`src/core/tmr2_defs.vh`:
```
`ifndef TMR2_DEFS_VH
`define TMR2_DEFS_VH
// ---------------------------------------------------------------
// register byte addresses on apb
// ---------------------------------------------------------------
`define TMR2_CTRL_ADDR      8'hc8
`define TMR2_MODE_ADDR      8'hc9
`define TMR2_RELOAD_LO_ADDR 8'hca
`define TMR2_RELOAD_HI_ADDR 8'hcb
`define TMR2_COUNT_LO_ADDR  8'hcc
`define TMR2_COUNT_HI_ADDR  8'hcd
`define TMR2_STATUS_ADDR    8'hd0
// ---------------------------------------------------------------
// control and mode field positions
// ---------------------------------------------------------------
`define TMR2_OVF_BIT   7
`define TMR2_EXF_BIT   6
`define TMR2_RXSEL_BIT 5
`define TMR2_TXSEL_BIT 4
`define TMR2_EXEN_BIT  3
`define TMR2_RUN_BIT   2
`define TMR2_CSRC_BIT  1
`define TMR2_CPRL_BIT  0
`define TMR2_DOWN_COUNT_ENABLE_BIT  0
// ---------------------------------------------------------------
// reset values, timing and status mode codes
// ---------------------------------------------------------------
`define TMR2_CTRL_RST  8'h00
`define TMR2_MODE_RST  8'h00
`define TMR2_BYTE_RST  8'h00
`define TMR2_OSC_PER_MC 12
`define TMR2_OSC_PER_ST 2
`define TMR2_MODE_OFF   2'h0
`define TMR2_MODE_RLD   2'h1
`define TMR2_MODE_CAP   2'h2
`define TMR2_MODE_BAUD  2'h3
`endif

```
`src/core/tmr2_core.v`:
```
// Summary of operation
// - overflow_flag set on 16-bit overflow; only software write clears it.
// - overflow_flag never set while either baud source select is 1.
// - external_edge_flag set when trigger edge causes capture or reload, enabled.
// - irq from external_edge_flag when enabled, masked when down_count_enable set.
// - rx baud tick uses this timer's overflow when rx select is 1.
// - tx baud tick uses this timer's overflow when tx select is 1.
// - trigger edges act only when enabled and not clocking serial port.
// - counting only while run_control is 1.
// - count_source_sel: 0 machine cycles (state times in baud mode), 1 count_input falling edges.
// - capture_reload_sel 1 captures on trigger, 0 reloads on overflow/trigger.
// - in baud mode always auto-reload on overflow.
// - mode decoded: off, auto-reload, capture, baud generator.
// - timer function increments once per machine cycle of 12 oscillator periods.
// - count_input sampled once per machine cycle; high then low counts.
// - counted edge shows in the count two machine cycles after detection.
// - capture mode without trigger is plain 16-bit timer with overflow flag.
// - capture copies count bytes into reload pair and sets external_edge_flag.
// - count held as two software-readable 8-bit bytes.
// - trigger_input and count_input arrive on separate pins.
// - auto-reload overflow loads count from the capture/reload pair.
// - irq is or of both flags, external_edge_flag masked by down_count_enable; vectoring clears neither.
//
// Our own choice: register access over APB.
`include "tmr2_defs.vh"
`default_nettype none
module tmr2_core #(
  parameter integer OSC_PER_CLK = 1
) (
  input  wire        clk,
  input  wire        rstn,
  input  wire        psel,
  input  wire        penable,
  input  wire        pwrite,
  input  wire [31:0] paddr,
  input  wire [31:0] pwdata,
  output reg  [31:0] prdata,
  output reg         pready,
  output reg         pslverr,
  input  wire        count_input,
  input  wire        trigger_input,
  input  wire        irq_enable,
  output reg         timer_irq,
  output reg         rx_baud_tick,
  output reg         tx_baud_tick,
  output reg         count_tick
);
  // ---------------------------------------------------------------
  // prescalers: machine cycle and state time enables
  // ---------------------------------------------------------------
  localparam integer MC_CLKS = (`TMR2_OSC_PER_MC + OSC_PER_CLK - 1) / OSC_PER_CLK;
  localparam integer ST_CLKS = (`TMR2_OSC_PER_ST + OSC_PER_CLK - 1) / OSC_PER_CLK;
  reg  [7:0]  mc_cnt_ff;
  reg  [7:0]  st_cnt_ff;
  wire        mc_en;
  wire        st_en;
  assign mc_en = (mc_cnt_ff == MC_CLKS[7:0] - 8'h01);
  assign st_en = (st_cnt_ff == ST_CLKS[7:0] - 8'h01);
  always @(posedge clk or negedge rstn) begin
    if (!rstn) begin
      mc_cnt_ff <= 8'h00;
      st_cnt_ff <= 8'h00;
    end else begin
      mc_cnt_ff <= mc_en ? 8'h00 : mc_cnt_ff + 8'h01;
      st_cnt_ff <= st_en ? 8'h00 : st_cnt_ff + 8'h01;
    end
  end
  // ---------------------------------------------------------------
  // pin synchronisers and per machine cycle samples
  // ---------------------------------------------------------------
  reg  [1:0]  cnt_sync_ff;
  reg  [1:0]  trg_sync_ff;
  reg  [1:0]  cnt_smp_ff;
  reg  [1:0]  trg_smp_ff;
  always @(posedge clk or negedge rstn) begin
    if (!rstn) begin
      cnt_sync_ff <= 2'h3;
      trg_sync_ff <= 2'h3;
      cnt_smp_ff  <= 2'h3;
      trg_smp_ff  <= 2'h3;
    end else begin
      cnt_sync_ff <= {cnt_sync_ff[0], count_input};
      trg_sync_ff <= {trg_sync_ff[0], trigger_input};
      if (mc_en) begin
        cnt_smp_ff <= {cnt_smp_ff[0], cnt_sync_ff[1]};
        trg_smp_ff <= {trg_smp_ff[0], trg_sync_ff[1]};
      end
    end
  end
  // fall seen in the sample pair; acted on at the next machine cycle
  wire cnt_fall;
  wire trg_fall;
  assign cnt_fall = cnt_smp_ff[1] & ~cnt_smp_ff[0];
  assign trg_fall = trg_smp_ff[1] & ~trg_smp_ff[0];
  reg  cnt_pend_ff;
  reg  trg_pend_ff;
  // ---------------------------------------------------------------
  // registers
  // ---------------------------------------------------------------
  reg  [7:0]  ctrl_ff;
  reg  [7:0]  mode_ff;
  reg  [7:0]  rld_lo_ff;
  reg  [7:0]  rld_hi_ff;
  reg  [7:0]  cnt_lo_ff;
  reg  [7:0]  cnt_hi_ff;
  wire        run     = ctrl_ff[`TMR2_RUN_BIT];
  wire        exen    = ctrl_ff[`TMR2_EXEN_BIT];
  wire        csrc    = ctrl_ff[`TMR2_CSRC_BIT];
  wire        cprl    = ctrl_ff[`TMR2_CPRL_BIT];
  wire        rxsel   = ctrl_ff[`TMR2_RXSEL_BIT];
  wire        txsel   = ctrl_ff[`TMR2_TXSEL_BIT];
  wire        baud    = rxsel | txsel;
  wire        down_count_enable    = mode_ff[`TMR2_DOWN_COUNT_ENABLE_BIT];

  function [1:0] decode_mode;
    input r;
    input b;
    input c;
    begin
      if (!r)
        decode_mode = `TMR2_MODE_OFF;
      else if (b)
        decode_mode = `TMR2_MODE_BAUD;
      else if (c)
        decode_mode = `TMR2_MODE_CAP;
      else
        decode_mode = `TMR2_MODE_RLD;
    end
  endfunction
  wire [1:0]  mode = decode_mode(run, baud, cprl);

  // pin edges when count_source_sel is 1; else baud generator times on state time, otherwise machine cycle
  wire        inc = (mode != `TMR2_MODE_OFF) &&
                    (csrc ? cnt_pend_ff && mc_en
                          : (baud ? st_en : mc_en));
  wire [16:0] cnt_sum = {1'b0, cnt_hi_ff, cnt_lo_ff} + 17'h00001;
  wire        ovf = inc & cnt_sum[16];
  // trigger acts only when enabled; in baud mode it only flags
  wire        trg_evt = exen && trg_pend_ff && mc_en;
  wire        trg_act = trg_evt && !baud && run;

  // ---------------------------------------------------------------
  // apb slave: zero wait states, unmapped address errors
  // ---------------------------------------------------------------
  wire        acc    = psel & penable;
  wire        wr     = acc & pwrite;
  wire [7:0]  a      = paddr[7:0];
  wire        mapped = (paddr[31:8] == 24'h000000) &&
                       (a == `TMR2_CTRL_ADDR || a == `TMR2_MODE_ADDR ||
                        a == `TMR2_RELOAD_LO_ADDR || a == `TMR2_RELOAD_HI_ADDR ||
                        a == `TMR2_COUNT_LO_ADDR || a == `TMR2_COUNT_HI_ADDR ||
                        a == `TMR2_STATUS_ADDR);
  wire        wr_ctrl = wr && mapped && a == `TMR2_CTRL_ADDR;
  wire        wr_mode = wr && mapped && a == `TMR2_MODE_ADDR;
  wire        wr_rlo  = wr && mapped && a == `TMR2_RELOAD_LO_ADDR;
  wire        wr_rhi  = wr && mapped && a == `TMR2_RELOAD_HI_ADDR;
  wire        wr_clo  = wr && mapped && a == `TMR2_COUNT_LO_ADDR;
  wire        wr_chi  = wr && mapped && a == `TMR2_COUNT_HI_ADDR;

  reg  [7:0]  rd_mux;
  always @* begin
    case (a)
      `TMR2_CTRL_ADDR:      rd_mux = ctrl_ff;
      `TMR2_MODE_ADDR:      rd_mux = {7'h00, down_count_enable};
      `TMR2_RELOAD_LO_ADDR: rd_mux = rld_lo_ff;
      `TMR2_RELOAD_HI_ADDR: rd_mux = rld_hi_ff;
      `TMR2_COUNT_LO_ADDR:  rd_mux = cnt_lo_ff;
      `TMR2_COUNT_HI_ADDR:  rd_mux = cnt_hi_ff;
      `TMR2_STATUS_ADDR:    rd_mux = {6'h00, mode};
      default:              rd_mux = 8'h00;
    endcase
  end

  always @(posedge clk or negedge rstn) begin
    if (!rstn) begin
      prdata  <= 32'h00000000;
      pready  <= 1'b0;
      pslverr <= 1'b0;
    end else begin
      pready  <= psel & ~penable;
      pslverr <= psel & ~penable & ~mapped;
      prdata  <= (psel & ~penable & ~pwrite & mapped) ? {24'h000000, rd_mux} : 32'h00000000;
    end
  end
  // pready is registered from the setup cycle, so the write lands in the
  // access cycle edge where pready is already high
  wire        wr_ok = pready;

  // ---------------------------------------------------------------
  // counter, reload pair, control and flags
  // ---------------------------------------------------------------
  reg  [7:0]  nxt_ctrl;
  always @* begin
    nxt_ctrl = ctrl_ff;
    if (wr_ctrl && wr_ok)
      nxt_ctrl = pwdata[7:0];
    if (ovf && !baud)
      nxt_ctrl[`TMR2_OVF_BIT] = 1'b1;
    if (trg_evt && run)                                         // set beats clear
      nxt_ctrl[`TMR2_EXF_BIT] = 1'b1;
  end

  always @(posedge clk or negedge rstn) begin
    if (!rstn) begin
      ctrl_ff     <= `TMR2_CTRL_RST;
      mode_ff     <= `TMR2_MODE_RST;
      rld_lo_ff   <= `TMR2_BYTE_RST;
      rld_hi_ff   <= `TMR2_BYTE_RST;
      cnt_lo_ff   <= `TMR2_BYTE_RST;
      cnt_hi_ff   <= `TMR2_BYTE_RST;
      cnt_pend_ff <= 1'b0;
      trg_pend_ff <= 1'b0;
    end else begin
      ctrl_ff <= nxt_ctrl;
      if (wr_mode && wr_ok)
        mode_ff <= {7'h00, pwdata[`TMR2_DOWN_COUNT_ENABLE_BIT]};
      if (mc_en) begin
        cnt_pend_ff <= cnt_fall;
        trg_pend_ff <= trg_fall;
      end
      // capture: software write to reload pair loses to hardware capture
      if (trg_act && mode == `TMR2_MODE_CAP) begin
        rld_lo_ff <= cnt_lo_ff;
        rld_hi_ff <= cnt_hi_ff;
      end else begin
        if (wr_rlo && wr_ok)
          rld_lo_ff <= pwdata[7:0];
        if (wr_rhi && wr_ok)
          rld_hi_ff <= pwdata[7:0];
      end
      if ((ovf && mode != `TMR2_MODE_CAP) ||
          (trg_act && mode == `TMR2_MODE_RLD)) begin
        cnt_lo_ff <= rld_lo_ff;
        cnt_hi_ff <= rld_hi_ff;
      end else if (inc) begin
        cnt_lo_ff <= cnt_sum[7:0];
        cnt_hi_ff <= cnt_sum[15:8];
      end else begin
        if (wr_clo && wr_ok)
          cnt_lo_ff <= pwdata[7:0];
        if (wr_chi && wr_ok)
          cnt_hi_ff <= pwdata[7:0];
      end
    end
  end

  // ---------------------------------------------------------------
  // outputs
  // ---------------------------------------------------------------
  always @(posedge clk or negedge rstn) begin
    if (!rstn) begin
      timer_irq    <= 1'b0;
      rx_baud_tick <= 1'b0;
      tx_baud_tick <= 1'b0;
      count_tick   <= 1'b0;
    end else begin
      // flags stay set; the interrupt level persists until software clears
      timer_irq    <= irq_enable & (nxt_ctrl[`TMR2_OVF_BIT] |
                      (nxt_ctrl[`TMR2_EXF_BIT] & ~down_count_enable));
      rx_baud_tick <= ovf & rxsel;
      tx_baud_tick <= ovf & txsel;
      count_tick   <= ovf;
    end
  end
endmodule
`default_nettype wire

```
`config.mk`:
```
export PLATFORM = sky130hd
export DESIGN_NAME = tmr2_core
export DESIGN_NICKNAME = d
export VERILOG_FILES = /design/src/core/tmr2_core.v
export VERILOG_INCLUDE_DIRS = /design/src /design/src/core
export SDC_FILE = /design/constraint.sdc
export NUM_CORES = 1
export LEC_CHECK = 0
export ABC_AREA = 0
export BUFFER_PORTS_ARGS = -buffer_cell sky130_fd_sc_hd__buf_2
export CAP_MARGIN = 10
export CORE_ASPECT_RATIO = 1.75
export CORE_MARGIN = 1
export CORE_UTILIZATION = 41
export CTS_CLUSTER_DIAMETER = 30
export DETAILED_ROUTE_END_ITERATION = 16
export PLACE_DENSITY = 0.66
export SYNTH_ARGS = -nofsm -noshare
export SYNTH_HDL_FRONTEND = slang
export SYNTH_SLANG_ARGS = --single-unit
```
`constraint.sdc`:
```
create_clock -name clk -period 2.4 [get_ports clk]
set_input_delay 0.24 -clock clk [delete_from_list [all_inputs] [get_ports clk]]
set_output_delay 0.24 -clock clk [all_outputs]
set_load 0.005 [all_outputs]
```
==> flow_summary_export.csv <==
group,metric,value,unit
outcome,run_status,"finished, final reports clean",
die,ios,110,
die,coreArea,10800,µm²
min_path,hp-class,"input pin to flip-flop",
pwr,vdd_drop_max,0.334,mV
drt,drt_iter0_markers,358,
clocking,clkSinkCount,81,
place,placed_area,5130,µm²
global_route,grt_pass1_vias,3957,
sta,slew_violations,0,
sta,clock.fmax,0.424,GHz
layout,nets,643,
synth,synth.area.top_cells,"dfrtp_1, nor2_1, dfstp_2",
critical_path,crit_path_start_kind,"flip-flop",
clocking,clock_path_buffers,2,
global_route,grt_max_degree,46,
pwr,leakagePower,2.53,nW
pwr,power_density,517,nW/µm²
clocking,worstSkewPairLatency,350,ps
drt,drc,0,
die,chipWidth,82.0,µm
layout,drive_above_1_share,0.271,
die,die_area,11600,µm²
sta,rsz0062_at_grt,"true",
layout,nFillCells,1005,
die,rows,50,
sta,finalHoldViolCount,0,
global_route,grt.overflow.total,0,
critical_path,path_max_fanout,3,
layout,final-seq-area,2040,µm²
drt,drt_pass1_iterations,5,
drt,vias,3981,
die,initial_core_util,0.424,
clocking,clk_pin_slew,60,ps
critical_path,cp-end-kind,"flip-flop",
clocking,h-tree-depth,3,
pwr,totalPowerFinal,2.83,mW
synth,synth_cells,483,
sta,tns,0,ps
layout,utilization,0.506,
layout,diodes,0,
drt,routedWlPerCell,17.3,µm
sta,period_needed,2360,ps
layout,area_growth,19.3,%
place,routabilityCongestion,0.909,
synth,synthArstFlopShare,1.00,
run,drv_cap,0,
sta,skew,11.5,ps
place,post-dp-hpwl,8.97,mm
drt,antenna_violating_nets_post_route,0,
synth,synth_edf_count,0,
synth,synth_seq_cells,81,
sta,slew_headroom,0.603,
clocking,numCtsBuffers,9,
critical_path,arrival,2590,ps
sta,fin_ws,40.8,ps
synth,netlist-cell-type-count,58,
die,die_h,142,µm
synth,yosys.area.top_type,"dfrtp_1",
layout,final_area,5480,µm²
clocking,cts-root-buf,"clkbuf_16",
drt,wl,12.2,mm
synth,netlist_area,4590,µm²
global_route,grt_use_total,0.224,
place,dp_slack,-36.6,ps
clocking,cts_tree,"done",
critical_path,crit_required,2630,ps
synth,synth_ff_type,"dfrtp_1",
global_route,antenna_found_initial,0,
synth,synth.avg_cell_area,9.51,µm²
layout,multi_input_area,2300,µm²
global_route,grt_pass1_wl,19.3,mm
sta,finalSetupViolCount,0,
synth,synth.yosys.seq_area_share,0.443,
synth,synth.top_cell.area_share,0.398,
synth,ys_warn_count,0,
sta,finalCritPeriodShare,0.983,
critical_path,setup.worst_path.class,"flip-flop to flip-flop",
sta,max_slew.worst_pin.slew,595,ps
place,port-buffer-count,61,
drt,via_per_inst,5.67,
==> per-layer routing <==
metal  vias up  share of wire  track usage
met5         -              0            0
met4         0          0.059        0.157
met3        47          0.040       0.0513
met2       152           0.55        0.387
met1      1936           0.36        0.230
li1       1846              -            -
==> worst paths after layout <==
check | start | to | slack [ps] | cells after the start
min | penable | pready | 80 | 2
max | st_cnt_ff[1] | cnt_lo_ff[1] | 40 | 9
min reg2reg | cnt_sync_ff[0] | cnt_sync_ff[1] | 360 | 0
max in group asynchronous | rstn | cnt_smp_ff[1] | 1270 | 3
max reg2reg | st_cnt_ff[1] | cnt_lo_ff[1] | 40 | 9
min in group asynchronous | rstn | cnt_hi_ff[0] | 440 | 2
==> per-stage QoR <==
step / hold WS (ps) / std cells
4_1_cts: 74.4 / 699
2_1_floorplan: -55.6 / 506
5_1_grt: 82.3 / 702
6_report: 77.6 / 702
3_5_place_dp: 291 / 680
3_3_place_gp: 290 / 680
==> what timing repair did <==
item,CTS,global route
endpoints found under the setup margin,5,15
gates resized for setup,1,2
hold endpoints to repair,46,0
gates cloned,0,1
pin swaps,1,2
setup buffers,0,2
hold buffers,3,0
==> cell usage after synthesis, types with 8 or more instances <==
cell type / n
mux2i_1: 17
buf_4: 25
nand3_1: 15
xnor2_1: 19
nor3_1: 8
clkbuf_1: 15
nand4_1: 8
dfrtp_1: 73
inv_1: 9
nor2_1: 60
a221oi_1: 8
a21oi_1: 22
o211ai_1: 14
nand2_1: 56
mux2_2: 14
nor4_1: 12
a31oi_1: 15
dfstp_2: 8
==> power by group <==
group | internal [mW] | switching, mW | leakage [nW]
Combinational | 0.0625 | 0.0934 | 1.40
Clock | 0.710 | 0.581 | 0.138
Sequential | 1.38 | 0.00480 | 0.995
==> layout make-up <==
| class | instances | share of cell area |
|---|---|---|
| clock buffers | 9 | 0.0411 |
| clock inverters | 7 | 0.0100 |
| inverters | 9 | 0.00616 |
| multi-input cells | 364 | 0.420 |
| flip-flops and latches | 81 | 0.372 |
| well taps | 130 | 0.0297 |
| repair buffers | 102 | 0.121 |
==> critical path: stages (launching register included) <==
cell and delay (ps):
dfrtp_1 370, inv_1 50, ha_1 120, or4b_4 460, nor4_4 180, a32o_2 220, buf_4 160, a41oi_4 100
mux2_4 320, mux2_4 250
==> sequential cells by signal, indices dropped and copies added, names as in the netlist <==
register	count
cnt_hi_ff	8
cnt_lo_ff	8
cnt_pend_ff	1
cnt_smp_ff	2
cnt_sync_ff	2
count_tick	1
ctrl_ff	8
mc_cnt_ff	8
mode_ff	1
prdata	8
pready	1
pslverr	1
rld_hi_ff	8
rld_lo_ff	8
rx_baud_tick	1
st_cnt_ff	8
timer_irq	1
trg_pend_ff	1
trg_smp_ff	2
trg_sync_ff	2
tx_baud_tick	1
==> placed cells by master (no fill, tap or decap), types with 2 or more instances in the layout <==
master         Yosys  final
nor2b_1            3      3
or3_1              3      2
o211ai_1          14     14
clkbuf_16          0      9
nor4_1            12     12
a221oi_1           8      8
mux2_4             2      3
dlygate4sd3_1      0      3
mux2i_1           17     17
ha_1               4      4
clkinv_4           0      2
buf_12             0      3
or2_2              2      2
and4_1             3      3
dfstp_2            8      8
dfrtp_1           73     73
nand2_1           56     56
and3_1             7      7
nor3_1             8      8
a211o_1            2      2
mux2_2            14     14
buf_2              7     60
nor2_1            60     60
nand2b_1           2      2
nand3_1           15     15
buf_4             25     35
inv_1              9      9
conb_1             1     24
a22oi_1            6      6
xor2_1             5      5
clkinv_2           0      2
and2_1             2      2
a21oi_1           22     22
nor4_4             2      2
o21ai_0            6      6
xnor2_1           19     19
nand4_1            8      8
a31oi_1           15     15
==> cells by family after synthesis <==
kind of cell | count (synthesis) | share of synthesized area
buffers and inverters | 62 | 0.0782
xor gates and xnor gates | 24 | 0.0458
and+or+nand+nor | 194 | 0.212
muxes | 35 | 0.0828
DFF | 81 | 0.443
other | 1 | 0.000816
adders and majority gates | 4 | 0.0109
AOI/OAI and AO/OA | 82 | 0.126
Note: power is estimated with default switching activity, not from simulation.
